==> src/design/bsu_consts.vh <==
`ifndef BSU_CONSTS_VH
`define BSU_CONSTS_VH

// Clock rate and supervision time base
`define BSU_CLK_HZ          25000000
`define BSU_TICK_S          1
`define BSU_SEC_CYCLES      (`BSU_CLK_HZ * `BSU_TICK_S)

// Register offsets (word index on the plain port)
`define BSU_REG_CTRL        4'h0
`define BSU_REG_SYNC_DLY    4'h1
`define BSU_REG_UNLD_DLY    4'h2
`define BSU_REG_TRIP        4'h3
`define BSU_REG_STATUS      4'h4
`define BSU_REG_INT_STAT    4'h5
`define BSU_REG_INT_MASK    4'h6
`define BSU_REG_ACK         4'h7
`define BSU_REG_SYNC_TMR    4'h8
`define BSU_REG_UNLD_TMR    4'h9

// Control register fields
`define BSU_CTRL_SYNC_MON   0
`define BSU_CTRL_SYNC_AUTO  1
`define BSU_CTRL_SYNC_LOCK  2
`define BSU_CTRL_UNLD_AUTO  3
`define BSU_CTRL_UNLD_LOCK  4
`define BSU_CTRL_SCLS_LO    8
`define BSU_CTRL_UCLS_LO    12
`define BSU_CTRL_RESET      16'h1101

// Alarm classes A..F and Control
`define BSU_CLASS_B         3'h1
`define BSU_CLASS_MAX       3'h6

// Interrupt and status bit positions
`define BSU_EV_SYNC_TO      0
`define BSU_EV_UNLD_MIS     1
`define BSU_EV_OPEN_CMD     2

// Delay limits in seconds, trip level in tenths of a percent
`define BSU_SYNC_DLY_MIN    10'h003
`define BSU_SYNC_DLY_MAX    10'h3E7
`define BSU_SYNC_DLY_RESET  10'h03C
`define BSU_UNLD_DLY_MIN    10'h001
`define BSU_UNLD_DLY_MAX    10'h3E7
`define BSU_UNLD_DLY_RESET  10'h03C
`define BSU_TRIP_MIN        10'h005
`define BSU_TRIP_MAX        10'h3E7
`define BSU_TRIP_RESET      10'h01E

`endif

==> src/design/bsu_monitor.v <==
`timescale 1ns/1ps
`include "bsu_consts.vh"

// Notes on behaviour
// - Sync supervision only while monitoring enabled.
// - Sync timeout alarm after 3-999 s delay.
// - Timeout posts message and sets command flag.
// - Each alarm has class A-F/Control, default B.
// - Auto clear drops alarm once fault gone.
// - Otherwise alarm latched until acknowledge, or for sync until monitoring disabled.
// - Lockable alarm evaluated only while unlocked.
// - Non-lockable alarm evaluated always.
// - Power below trip level commands breaker open.
// - Unload delay expiry: open, alarm, flag.
module bsu_monitor #(
  parameter SEC_CYCLES = `BSU_SEC_CYCLES,
  parameter PWR_W      = 10
) (
  // Clock and reset
  input  wire             clk,
  input  wire             sys_rst,
  // Register port
  input  wire [3:0]       reg_addr,
  input  wire [15:0]      reg_wdata,
  input  wire             reg_wr,
  input  wire             reg_rd,
  output reg  [15:0]      reg_rdata,
  // Discrete inputs from the breaker side
  input  wire             sync_active,
  input  wire             unload_active,
  input  wire             lock_monitoring,
  input  wire             ext_ack,
  // Measured system A power, tenths of a percent of rated_power_a
  input  wire [PWR_W-1:0] power_a,
  // Alarm and command outputs
  output reg              sync_timeout_message,
  output reg              sync_timeout_flag,
  output reg              unload_mismatch_alarm,
  output reg              unload_mismatch_flag,
  output reg              breaker_a_open_cmd,
  output reg  [2:0]       sync_alarm_class,
  output reg  [2:0]       unload_alarm_class,
  output reg              irq
);

  // Input synchroniser stages and filtered levels
  reg  [3:0]  in_s1;
  reg  [3:0]  in_s2;
  reg  [3:0]  in_s3;
  reg  [3:0]  in_f;
  wire [3:0]  in_raw;
  reg         ack_f_d;

  // Registers
  reg  [15:0] ctrl;
  reg  [9:0]  sync_dly;
  reg  [9:0]  unld_dly;
  reg  [9:0]  trip;
  reg  [2:0]  int_stat;
  reg  [2:0]  int_mask;

  // Time base and supervision state
  reg  [31:0] div_cnt;
  reg         sec_tick;
  reg  [9:0]  sync_tmr;
  reg  [9:0]  unld_tmr;
  reg         sync_run;
  reg         unld_run;
  reg         sync_exp;
  reg         unld_exp;
  reg         unld_done;

  wire        f_sync;
  wire        f_unld;
  wire        f_lock;
  wire        ack_rise;
  wire        sw_ack_sync;
  wire        sw_ack_unld;
  wire        ack_sync;
  wire        ack_unld;
  wire        sync_eval;
  wire        unld_eval;
  wire        below_trip;
  wire        sync_to_hit;
  wire        unld_to_hit;
  wire        sync_fault;
  wire        unld_fault;
  wire        open_set;
  wire [2:0]  ev;
  wire        wr_ctrl;
  wire [2:0]  cls_s;
  wire [2:0]  cls_u;
  reg  [9:0]  next_sync_dly;
  reg  [9:0]  next_unld_dly;
  reg  [9:0]  next_trip;
  reg  [15:0] next_rdata;

  assign in_raw = {ext_ack, lock_monitoring, unload_active, sync_active};

  // Three-stage sync, level accepted when stages two and three agree
  genvar gi;
  generate
    for (gi = 0; gi < 4; gi = gi + 1) begin : g_sync
      always @(posedge clk or posedge sys_rst) begin
        if (sys_rst) begin
          in_s1[gi] <= 1'b0;
          in_s2[gi] <= 1'b0;
          in_s3[gi] <= 1'b0;
          in_f[gi]  <= 1'b0;
        end else begin
          in_s1[gi] <= in_raw[gi];
          in_s2[gi] <= in_s1[gi];
          in_s3[gi] <= in_s2[gi];
          if (in_s2[gi] == in_s3[gi]) begin
            in_f[gi] <= in_s3[gi];
          end
        end
      end
    end
  endgenerate

  assign f_sync   = in_f[0];
  assign f_unld   = in_f[1];
  assign f_lock   = in_f[2];
  assign ack_rise = in_f[3] & ~ack_f_d;

  // Acknowledge from software writes or a rising edge of ext_ack
  assign sw_ack_sync = reg_wr && (reg_addr == `BSU_REG_ACK) && reg_wdata[`BSU_EV_SYNC_TO];
  assign sw_ack_unld = reg_wr && (reg_addr == `BSU_REG_ACK) && reg_wdata[`BSU_EV_UNLD_MIS];
  assign ack_sync    = ack_rise | sw_ack_sync;
  assign ack_unld    = ack_rise | sw_ack_unld;

  assign sync_eval = ~ctrl[`BSU_CTRL_SYNC_LOCK] | ~f_lock;
  assign unld_eval = ~ctrl[`BSU_CTRL_UNLD_LOCK] | ~f_lock;

  assign below_trip = ({{(16-PWR_W){1'b0}}, power_a} < {6'h00, trip});

  assign sync_to_hit = sync_run && !sync_exp && (sync_tmr >= sync_dly) && ctrl[`BSU_CTRL_SYNC_MON] && sync_eval;
  assign unld_to_hit = unld_run && !unld_exp && !unld_done && !below_trip && (unld_tmr >= unld_dly);

  // Fault present while the expired sequence is still running
  assign sync_fault = sync_exp & f_sync;
  assign unld_fault = unld_exp & f_unld;
  assign open_set   = (unld_run & !unld_done & below_trip) | unld_to_hit;

  assign ev = {open_set & ~breaker_a_open_cmd, unld_to_hit & unld_eval, sync_to_hit};

  // One-second enable divider
  always @(posedge clk or posedge sys_rst) begin
    if (sys_rst) begin
      div_cnt  <= 32'h00000000;
      sec_tick <= 1'b0;
    end else if (div_cnt >= SEC_CYCLES - 1) begin
      div_cnt  <= 32'h00000000;
      sec_tick <= 1'b1;
    end else begin
      div_cnt  <= div_cnt + 32'h00000001;
      sec_tick <= 1'b0;
    end
  end

  always @(posedge clk or posedge sys_rst) begin
    if (sys_rst) begin
      sync_run <= 1'b0;
      sync_tmr <= 10'h000;
      sync_exp <= 1'b0;
    end else if (!f_sync) begin
      sync_run <= 1'b0;
      sync_tmr <= 10'h000;
      sync_exp <= 1'b0;
    end else begin
      sync_run <= 1'b1;
      if (sync_to_hit) begin
        sync_exp <= 1'b1;
      end
      if (sync_run && sec_tick && sync_tmr != 10'h3FF) begin
        sync_tmr <= sync_tmr + 10'h001;
      end
    end
  end

  always @(posedge clk or posedge sys_rst) begin
    if (sys_rst) begin
      unld_run  <= 1'b0;
      unld_tmr  <= 10'h000;
      unld_exp  <= 1'b0;
      unld_done <= 1'b0;
    end else if (!f_unld) begin
      unld_run  <= 1'b0;
      unld_tmr  <= 10'h000;
      unld_exp  <= 1'b0;
      unld_done <= 1'b0;
    end else begin
      unld_run <= 1'b1;
      if (unld_run && !unld_exp && below_trip) begin
        unld_done <= 1'b1;
        unld_tmr  <= 10'h000;
      end else if (unld_to_hit) begin
        unld_exp <= 1'b1;
      end else if (unld_run && !unld_done && !unld_exp && sec_tick && unld_tmr != 10'h3FF) begin
        unld_tmr <= unld_tmr + 10'h001;
      end
    end
  end

  // Alarm latches and command outputs
  always @(posedge clk or posedge sys_rst) begin
    if (sys_rst) begin
      sync_timeout_message  <= 1'b0;
      sync_timeout_flag     <= 1'b0;
      unload_mismatch_alarm <= 1'b0;
      unload_mismatch_flag  <= 1'b0;
      breaker_a_open_cmd    <= 1'b0;
      ack_f_d               <= 1'b0;
    end else begin
      ack_f_d <= in_f[3];
      sync_timeout_message <= sync_to_hit;
      if (sync_to_hit) begin
        sync_timeout_flag <= 1'b1;
      end else if (!ctrl[`BSU_CTRL_SYNC_MON]) begin
        sync_timeout_flag <= 1'b0;
      end else if (!sync_fault && (ctrl[`BSU_CTRL_SYNC_AUTO] || ack_sync)) begin
        sync_timeout_flag <= 1'b0;
      end
      if (unld_to_hit && unld_eval) begin
        unload_mismatch_alarm <= 1'b1;
        unload_mismatch_flag  <= 1'b1;
      end else if (!unld_fault && (ctrl[`BSU_CTRL_UNLD_AUTO] || ack_unld)) begin
        unload_mismatch_alarm <= 1'b0;
        unload_mismatch_flag  <= 1'b0;
      end
      if (open_set) begin
        breaker_a_open_cmd <= 1'b1;
      end else if (!f_unld) begin
        breaker_a_open_cmd <= 1'b0;
      end
    end
  end

  // Clamp written values into their legal ranges
  always @* begin
    next_sync_dly = reg_wdata[9:0];
    if (reg_wdata[9:0] < `BSU_SYNC_DLY_MIN) begin
      next_sync_dly = `BSU_SYNC_DLY_MIN;
    end else if (reg_wdata[9:0] > `BSU_SYNC_DLY_MAX) begin
      next_sync_dly = `BSU_SYNC_DLY_MAX;
    end
    next_unld_dly = reg_wdata[9:0];
    if (reg_wdata[9:0] < `BSU_UNLD_DLY_MIN) begin
      next_unld_dly = `BSU_UNLD_DLY_MIN;
    end else if (reg_wdata[9:0] > `BSU_UNLD_DLY_MAX) begin
      next_unld_dly = `BSU_UNLD_DLY_MAX;
    end
    next_trip = reg_wdata[9:0];
    if (reg_wdata[9:0] < `BSU_TRIP_MIN) begin
      next_trip = `BSU_TRIP_MIN;
    end else if (reg_wdata[9:0] > `BSU_TRIP_MAX) begin
      next_trip = `BSU_TRIP_MAX;
    end
  end

  assign wr_ctrl = reg_wr && (reg_addr == `BSU_REG_CTRL);
  assign cls_s = (reg_wdata[`BSU_CTRL_SCLS_LO+2:`BSU_CTRL_SCLS_LO] > `BSU_CLASS_MAX) ?
                 `BSU_CLASS_MAX : reg_wdata[`BSU_CTRL_SCLS_LO+2:`BSU_CTRL_SCLS_LO];
  assign cls_u = (reg_wdata[`BSU_CTRL_UCLS_LO+2:`BSU_CTRL_UCLS_LO] > `BSU_CLASS_MAX) ?
                 `BSU_CLASS_MAX : reg_wdata[`BSU_CTRL_UCLS_LO+2:`BSU_CTRL_UCLS_LO];

  // Register writes, interrupt status sets win over clears
  always @(posedge clk or posedge sys_rst) begin
    if (sys_rst) begin
      ctrl               <= `BSU_CTRL_RESET;
      sync_dly           <= `BSU_SYNC_DLY_RESET;
      unld_dly           <= `BSU_UNLD_DLY_RESET;
      trip               <= `BSU_TRIP_RESET;
      int_stat           <= 3'h0;
      int_mask           <= 3'h0;
      sync_alarm_class   <= `BSU_CLASS_B;
      unload_alarm_class <= `BSU_CLASS_B;
      irq                <= 1'b0;
    end else begin
      if (wr_ctrl) begin
        ctrl               <= {1'b0, cls_u, 1'b0, cls_s, 3'h0, reg_wdata[4:0]};
        sync_alarm_class   <= cls_s;
        unload_alarm_class <= cls_u;
      end
      if (reg_wr && reg_addr == `BSU_REG_SYNC_DLY) begin
        sync_dly <= next_sync_dly;
      end
      if (reg_wr && reg_addr == `BSU_REG_UNLD_DLY) begin
        unld_dly <= next_unld_dly;
      end
      if (reg_wr && reg_addr == `BSU_REG_TRIP) begin
        trip <= next_trip;
      end
      if (reg_wr && reg_addr == `BSU_REG_INT_MASK) begin
        int_mask <= reg_wdata[2:0];
      end
      if (reg_wr && reg_addr == `BSU_REG_INT_STAT) begin
        int_stat <= (int_stat & ~reg_wdata[2:0]) | ev;
      end else begin
        int_stat <= int_stat | ev;
      end
      irq <= |(int_stat & int_mask);
    end
  end

  // Read mux, unmapped addresses read zero
  always @* begin
    next_rdata = 16'h0000;
    case (reg_addr)
      `BSU_REG_CTRL:     next_rdata = ctrl;
      `BSU_REG_SYNC_DLY: next_rdata = {6'h00, sync_dly};
      `BSU_REG_UNLD_DLY: next_rdata = {6'h00, unld_dly};
      `BSU_REG_TRIP:     next_rdata = {6'h00, trip};
      `BSU_REG_STATUS:   next_rdata = {7'h00, f_lock, unld_done, unld_run, sync_run,
                                       2'h0, breaker_a_open_cmd, unload_mismatch_alarm,
                                       sync_timeout_flag};
      `BSU_REG_INT_STAT: next_rdata = {13'h0000, int_stat};
      `BSU_REG_INT_MASK: next_rdata = {13'h0000, int_mask};
      `BSU_REG_SYNC_TMR: next_rdata = {6'h00, sync_tmr};
      `BSU_REG_UNLD_TMR: next_rdata = {6'h00, unld_tmr};
      default:           next_rdata = 16'h0000;
    endcase
  end

  // Read data registered one cycle after the strobe
  always @(posedge clk or posedge sys_rst) begin
    if (sys_rst) begin
      reg_rdata <= 16'h0000;
    end else if (reg_rd) begin
      reg_rdata <= next_rdata;
    end else begin
      reg_rdata <= 16'h0000;
    end
  end

endmodule

==> config.mk <==
export PLATFORM = sky130hd
export DESIGN_NAME = bsu_monitor
export DESIGN_NICKNAME = d
export VERILOG_FILES = /design/src/design/bsu_monitor.v
export VERILOG_INCLUDE_DIRS = /design/src /design/src/design
export SDC_FILE = /design/constraint.sdc
export NUM_CORES = 1
export LEC_CHECK = 0
export ABC_AREA = 1
export BUFFER_PORTS_ARGS = -buffer_cell sky130_fd_sc_hd__buf_2
export CORE_MARGIN = 2
export CORE_UTILIZATION = 60
export CTS_BUF_LIST = sky130_fd_sc_hd__clkbuf_8 sky130_fd_sc_hd__clkbuf_16
export CTS_CLUSTER_SIZE = 30
export DETAILED_ROUTE_END_ITERATION = 16
export HOLD_SLACK_MARGIN = 0.1
export PLACE_DENSITY = 0.89
export SLEW_MARGIN = 25
export SYNTH_ARGS = -nofsm -noshare
export SYNTH_HDL_FRONTEND = slang
export SYNTH_SLANG_ARGS = --single-unit
==> constraint.sdc <==
create_clock -name clk -period 6.72 [get_ports clk]
set_input_delay 2.016 -clock clk [delete_from_list [all_inputs] [get_ports clk]]
set_output_delay 2.016 -clock clk [all_outputs]
set_load 0.02 [all_outputs]
# Word level (Yosys, flattened, before mapping)
# Cells that the tools add are included.
[totals]
memories = 0
wordCells = 172
input_bits = 38
latchBits = 0
output_inout_bits = 28
mem_bits_ro = 0
register_bits = 149
ramBits = 0
[op_classes]
bitwise_logic = 22
shifts = 0
add_sub_neg = 3
n_lt_le_gt_ge = 10
div = 0
n_reduce_logical = 40
multipliers = 0
muxes = 33
eq_ne = 24
[op_table]
columns = ["op", "count"]
rows = [
  ["case mux 15 bit (9 select lines)", 1],
  ["2-to-1 mux 10 bit", 10],
  ["adder 32 x 1 -> 32 bit, second input constant", 1],
  [">= comparator 32 x 25 -> 1 bit, second input constant", 1],
  ["2-to-1 mux 32 bit", 1],
  ["logical AND 1 bit", 27],
  ["adder 10 x 1 -> 10 bit, second input constant", 2],
  [">= comparator 10 bit", 2],
  ["!= test 10 bit, second input constant", 2],
  ["2-to-1 mux 1 bit", 17],
  ["equality test 4 x 3 -> 1 bit, second input constant", 4],
  ["2-to-1 mux 16 bit", 1],
  ["> comparator 10 bit, second input constant", 1],
  ["< comparator 10 x 1 -> 1 bit, second input constant", 1],
  ["< comparator 10 bit", 1],
  ["< comparator 10 x 2 -> 1 bit, second input constant", 1],
  ["< comparator 10 x 3 -> 1 bit, second input constant", 1],
  ["!= test 2 x 1 -> 1 bit, second input constant", 5],
  ["2-to-1 mux 3 bit", 3],
  ["equality test 4 x 2 -> 1 bit, second input constant", 2],
  ["equality test 4 bit, second input constant", 2],
  ["bitwise AND 1 bit", 7],
  ["bitwise AND 3 bit", 2],
  ["> comparator 3 bit, second input constant", 2],
  ["15 further kinds", 35],
]

# Depth between registers and ports, before layout
[depth]
depth_word = 9
mapped_depth = 13
depth_no_buf = 13

# Worst setup path after synthesis
# OpenSTA, ideal clock, no wires.
[synth_path]
path_kind = "input to register"
from = "input port power_a[9]"
to = "register unld_tmr[2]"
required_time_ns = 6.603
t_arrival_ns = 3.189
setup_ns = 0.117
stages = 8
n_path_buf = 0
setup_slack_ns = 3.414
cell_sequence = "ha_1 a21o_1 nor2_1 nand3_1 nor2_1 nor3_1 nand2_1 nand2_1"
[synth_via]
elab_chain_cells = 6
elab_cells_between_ends = 10
classes_between = "1 x order compare; 2 x eq/ne; 2 x mux; 5 x reduce/logical"
[synth_lines]
columns = ["item", "line_no", "source"]
rows = [
  ["from (decl)", "bsu_monitor.v:34", "input wire [PWR_W-1:0] power_a,"],
  ["< comparator 10 bit *", "bsu_monitor.v:136", "assign below_trip = ({{(16-PWR_W){1'b0}}, power_a} < {6'h00, trip});"],
  ["zero test 1 bit", "bsu_monitor.v:139", "assign unld_to_hit = unld_run && !unld_exp && !unld_done && !below_trip && (unld_tmr >= unld_dly);"],
  ["logical AND 1 bit (2 in series)", "bsu_monitor.v:139", ""],
  ["!= test 3 x 2 -> 1 bit (no source line)", "--", ""],
  ["AND reduction 2 bit (no source line)", "--", ""],
  ["to (signal assigned)", "bsu_monitor.v:201", "unld_tmr <= unld_tmr + 10'h001;"],
  ["to (decl)", "bsu_monitor.v:66", "reg [9:0] unld_tmr;"],
]
# Mark *: on every way between the ends. The rest lies on a longest branch, timed or not.
# A chain may end at the register's enable or synchronous reset.

# Final worst setup path
[layout_path]
from = "input port reg_addr[0]"
to = "register sync_dly[0]"
[layout_via]
elab_chain_cells = 2
[layout_lines]
columns = ["item", "line_no", "source"]
rows = [
  ["from (decl)", "bsu_monitor.v:23", "input wire [3:0] reg_addr,"],
  ["equality test 4 x 1 -> 1 bit", "--", ""],
  ["logical AND 1 bit (no source line)", "--", ""],
  ["to (signal assigned)", "bsu_monitor.v:272", "sync_dly <= `BSU_SYNC_DLY_RESET;"],
  ["to (signal assigned)", "bsu_monitor.v:287", "sync_dly <= next_sync_dly;"],
  ["to (decl)", "bsu_monitor.v:56", "reg [9:0] sync_dly;"],
]
# Every way passes these cells.

==> out/qor.csv <==
stage,metric,value,unit
status,status,finished clean,
power,worst ir drop on vdd,171,uV
grt,largest net degree at the start of global routing,86,
layout,Multi-input gate area,3130,um2
hold_path,Hold/Removal Path Class,flop to flop,
power,Reg power frac,43.0,%
hold_path,Worst Hold Endpoint,in_s2[3]$_DFF_PP0_,
place,gpl congestion,0.992,
sta,clk_skew,0.00594,ns
synth,number of flops mapped to enable cells by yosys,0,
sta,crit path time final,3.72,ns
flow_run,# Max-Cap Violations,0,
synth,Main synth FF type,dfrtp_1,
floorplanning,top-level I/O count,66,
setup_path,"Req. time, crit path",7.01,ns
synth,Cells after Synth,894,
power,switch share,27.4,%
drt,post-route antenna net violation count,0,
synth,post-synth cell types,37,
clocking,CTS root buffer,clkbuf_16,
grt,first-pass GRT wire length,28.6,mm
sta,final period utilization,55.4,%
power,PwrDens,283,nW/um2
setup_path,crit-path cells,"buf_2, inv_1, nor2_1, nand2_1, nor2_1, inv_1, nor2_1, a22oi_1",
sta,Worst-Margin Slew,0.937,ns
sta,Final setup viols,0,
sta,RSZ-0062 raised after global routing,false,
power,Internal,0.00171,W
floorplanning,core region area,11900,um2
layout,layout cells sized above 1,11.5,%
clocking,"Hold-fix buffers, CTS",0,
layout,Layout area overhead,14.0,%
drt,via-per-instance ratio,5.69,
layout,# fillers,938,
grt,vias in the first global route,6030,
layout,Final Net Count,1033,
drt,DRT Wirelength,17.8,mm
synth,post-synthesis sequential area ratio,48.8,%
clocking,Post-CTS Resized,0,
sta,fin. max-slew vios,0,
clocking,clk buf depth,2,
power,Switch Pwr,0.000642,W
setup_path,CP Capture Type,flop,
synth,Netlist Area Pre-Place,7270,um2
setup_path,"reg-to-reg slack, setup",4.52,ns
setup_path,crit path launch,reg_addr[0],
drt,via count,6388,
clocking,Worst-Skew Late Latency,0.43,ns
power,combinational share of power,15.2,%
sta,Max Fclk,269,MHz
floorplanning,Initial Utilization,61.0,%
setup_path,"slowest stage cell, crit path",nor2_1,
hold_path,min-delay src,in_s1[3]$_DFF_PP0_,
clocking,CTS tree,yes,
synth,Post-Syn Area per Cell,8.13,um2
place,post-DP HPWL,12.5,mm
clocking,Num CTS Buffers,17,
clocking,H-tree level count,4,
setup_path,RR Endpoint,unld_tmr[6]$_DFFE_PP0P_,
synth,"FF+latch count, synth",141,
setup_path,critical path launch point type,input port,
setup_path,R2R cell count,13,
clocking,clock slew at reported path FFs,0.06,ns
floorplanning,num rows,40,
floorplanning,Die W,114,um
hold_path,Hold Crit Depth,0,
layout,post-route insts no fill,1122,
setup_path,Worst Path Arrival,4.01,ns
layout,Reg area,3550,um2
sta,Setup TNS,0,ns
place,placed cells,1091,
layout,highest-count cells in the layout ignoring fill and taps,"nand2_1, inv_1, dfrtp_1",
grt,initial antenna violation count,0,
sta,max_slew headroom,37.3,%
sta,worst setup margin,3.00,ns
setup_path,RR Startpoint,trip[3]$_DFFE_PP1P_,
setup_path,crit path max fanout,13,
power,power share of the clock group,41.8,%
clocking,clock sink total,141,
sta,Final Hold Viols,0,
place,I/O Buffers,61,
layout,ANT cells,0,
drt,drt pass-1 iters,9,
drt,Post-route DRC,0,
clocking,# Post-CTS Setup Buffers,0,
synth,ys async rst share,100,%
drt,Wirelength per Cell,15.8,um
floorplanning,Die Y,114,um
power,Power Total,0.00235,W
setup_path,Worst Setup Path Type,input port to flop,
drt,First DRT Iteration DRCs,725,
grt,GRT Total Usage,28.4,%
synth,Yosys warning count,0,
setup_path,CP most frequent cell,nor2_1,
place,pre-CTS setup slack,2.75,ns
floorplanning,full die area,13000,um2
power,leak pwr,4.01,nW
setup_path,Max stage delay on crit path,0.73,ns
grt,global route overflow,0,
layout,"leading cell type in the layout, fill and taps excluded",nand2_1,
[flip-flops by register name, indices dropped and copies added (netlist names), 6 cells and up]
signal and flops:
unld_dly 10, unld_tmr 10, trip 10, reg_rdata 14, div_cnt 32, ctrl 6, sync_tmr 10, sync_dly 10
[Yosys cell counts, types with 5 or more instances]
| library cell | count | area [um2] |
|---|---|---|
| buf_2 | 5 | 25.0 |
| buf_4 | 10 | 75.1 |
| inv_1 | 127 | 477 |
| nand4_1 | 13 | 81.3 |
| dfrtp_1 | 126 | 3150 |
| ha_1 | 32 | 400 |
| nor3_1 | 32 | 160 |
| dfstp_2 | 15 | 394 |
| o22ai_1 | 23 | 144 |
| nand2_1 | 203 | 762 |
| nand3_1 | 49 | 245 |
| xor2_1 | 21 | 184 |
| a21oi_1 | 25 | 125 |
| xnor2_1 | 7 | 61.3 |
| nor2_1 | 105 | 394 |
| o21ai_0 | 61 | 305 |
[metal layers]
| layer | GRT usage (%) | part of all wire, % |
|---|---|---|
| met3 | 7.09 | 9.3 |
| met1 | 37.4 | 41 |
| met4 | 14.8 | 3.9 |
| met2 | 43.9 | 46 |
| met5 | 0 | 0 |
[logic make-up after synthesis]
family | count (synthesis) | synth area share, %
XOR/XNOR | 28 | 3.37
flip-flops | 141 | 48.8
AO/OA/AOI/OAI | 122 | 9.28
AND/OR/NAND/NOR | 417 | 23.9
other | 1 | 0.0516
buffers and inverters | 149 | 8.51
adder cells (fa/ha/maj) | 36 | 6.06
[power groups by stage]
stage | registers, W | logic [W] | clock network [W]
6_report | 0.00101 | 0.000358 | 0.000981
2_1_floorplan | 0.00101 | 0.000246 | 0
4_1_cts | 0.00101 | 0.000351 | 0.000988
3_5_place_dp | 0.00102 | 0.000343 | 0
3_3_place_gp | 0.00102 | 0.000331 | 0
5_1_grt | 0.00102 | 0.000399 | 0.00103
[final cells by class]
class                           instances  share of cell area [%]
Timing Repair Buffer                   62                    3.78
Tap cell                              147                    2.22
Sequential cell                       141                    42.8
Multi-Input combinational cell        612                    37.8
Clock buffer                           20                    5.63
Inverter                              129                    5.91
Clock inverter                         11                    1.84
[stage by stage]
step | instance area [um2] | util [%] | hold WS (ns)
3_5_place_dp | 7660 | 64.3 | 0.336
5_1_grt | 8280 | 69.5 | 0.361
2_1_floorplan | 7300 | - | 0.331
3_3_place_gp | 7660 | 64.3 | 0.332
6_report | 8280 | 69.5 | 0.345
4_1_cts | 8280 | 69.5 | 0.348
[worst max path at each step]
| stage | to | slack [ns] | cells past startpoint |
|---|---|---|---|
| floorplan | ack_f_d$_DFF_PP0_ | 0.95 | 1 |
| global route | sync_dly[1]$_DFFE_PP0P_ | 2.82 | 8 |
| detailed placement | sync_dly[0]$_DFFE_PP0P_ | 2.75 | 8 |
| finish | sync_dly[0]$_DFFE_PP0P_ | 3.00 | 8 |
| CTS | sync_dly[0]$_DFFE_PP0P_ | 3.17 | 8 |
| global placement | sync_dly[0]$_DFFE_PP0P_ | 2.80 | 8 |
[critical path, delay by kind of cell]
kind / cells / cell delay (ns)
AOI/OAI and AO/OA: 1 / 0.12
buffers and inverters: 3 / 0.44
and+or+nand+nor: 4 / 1.42
Note: power is estimated with default switching activity, not from simulation.
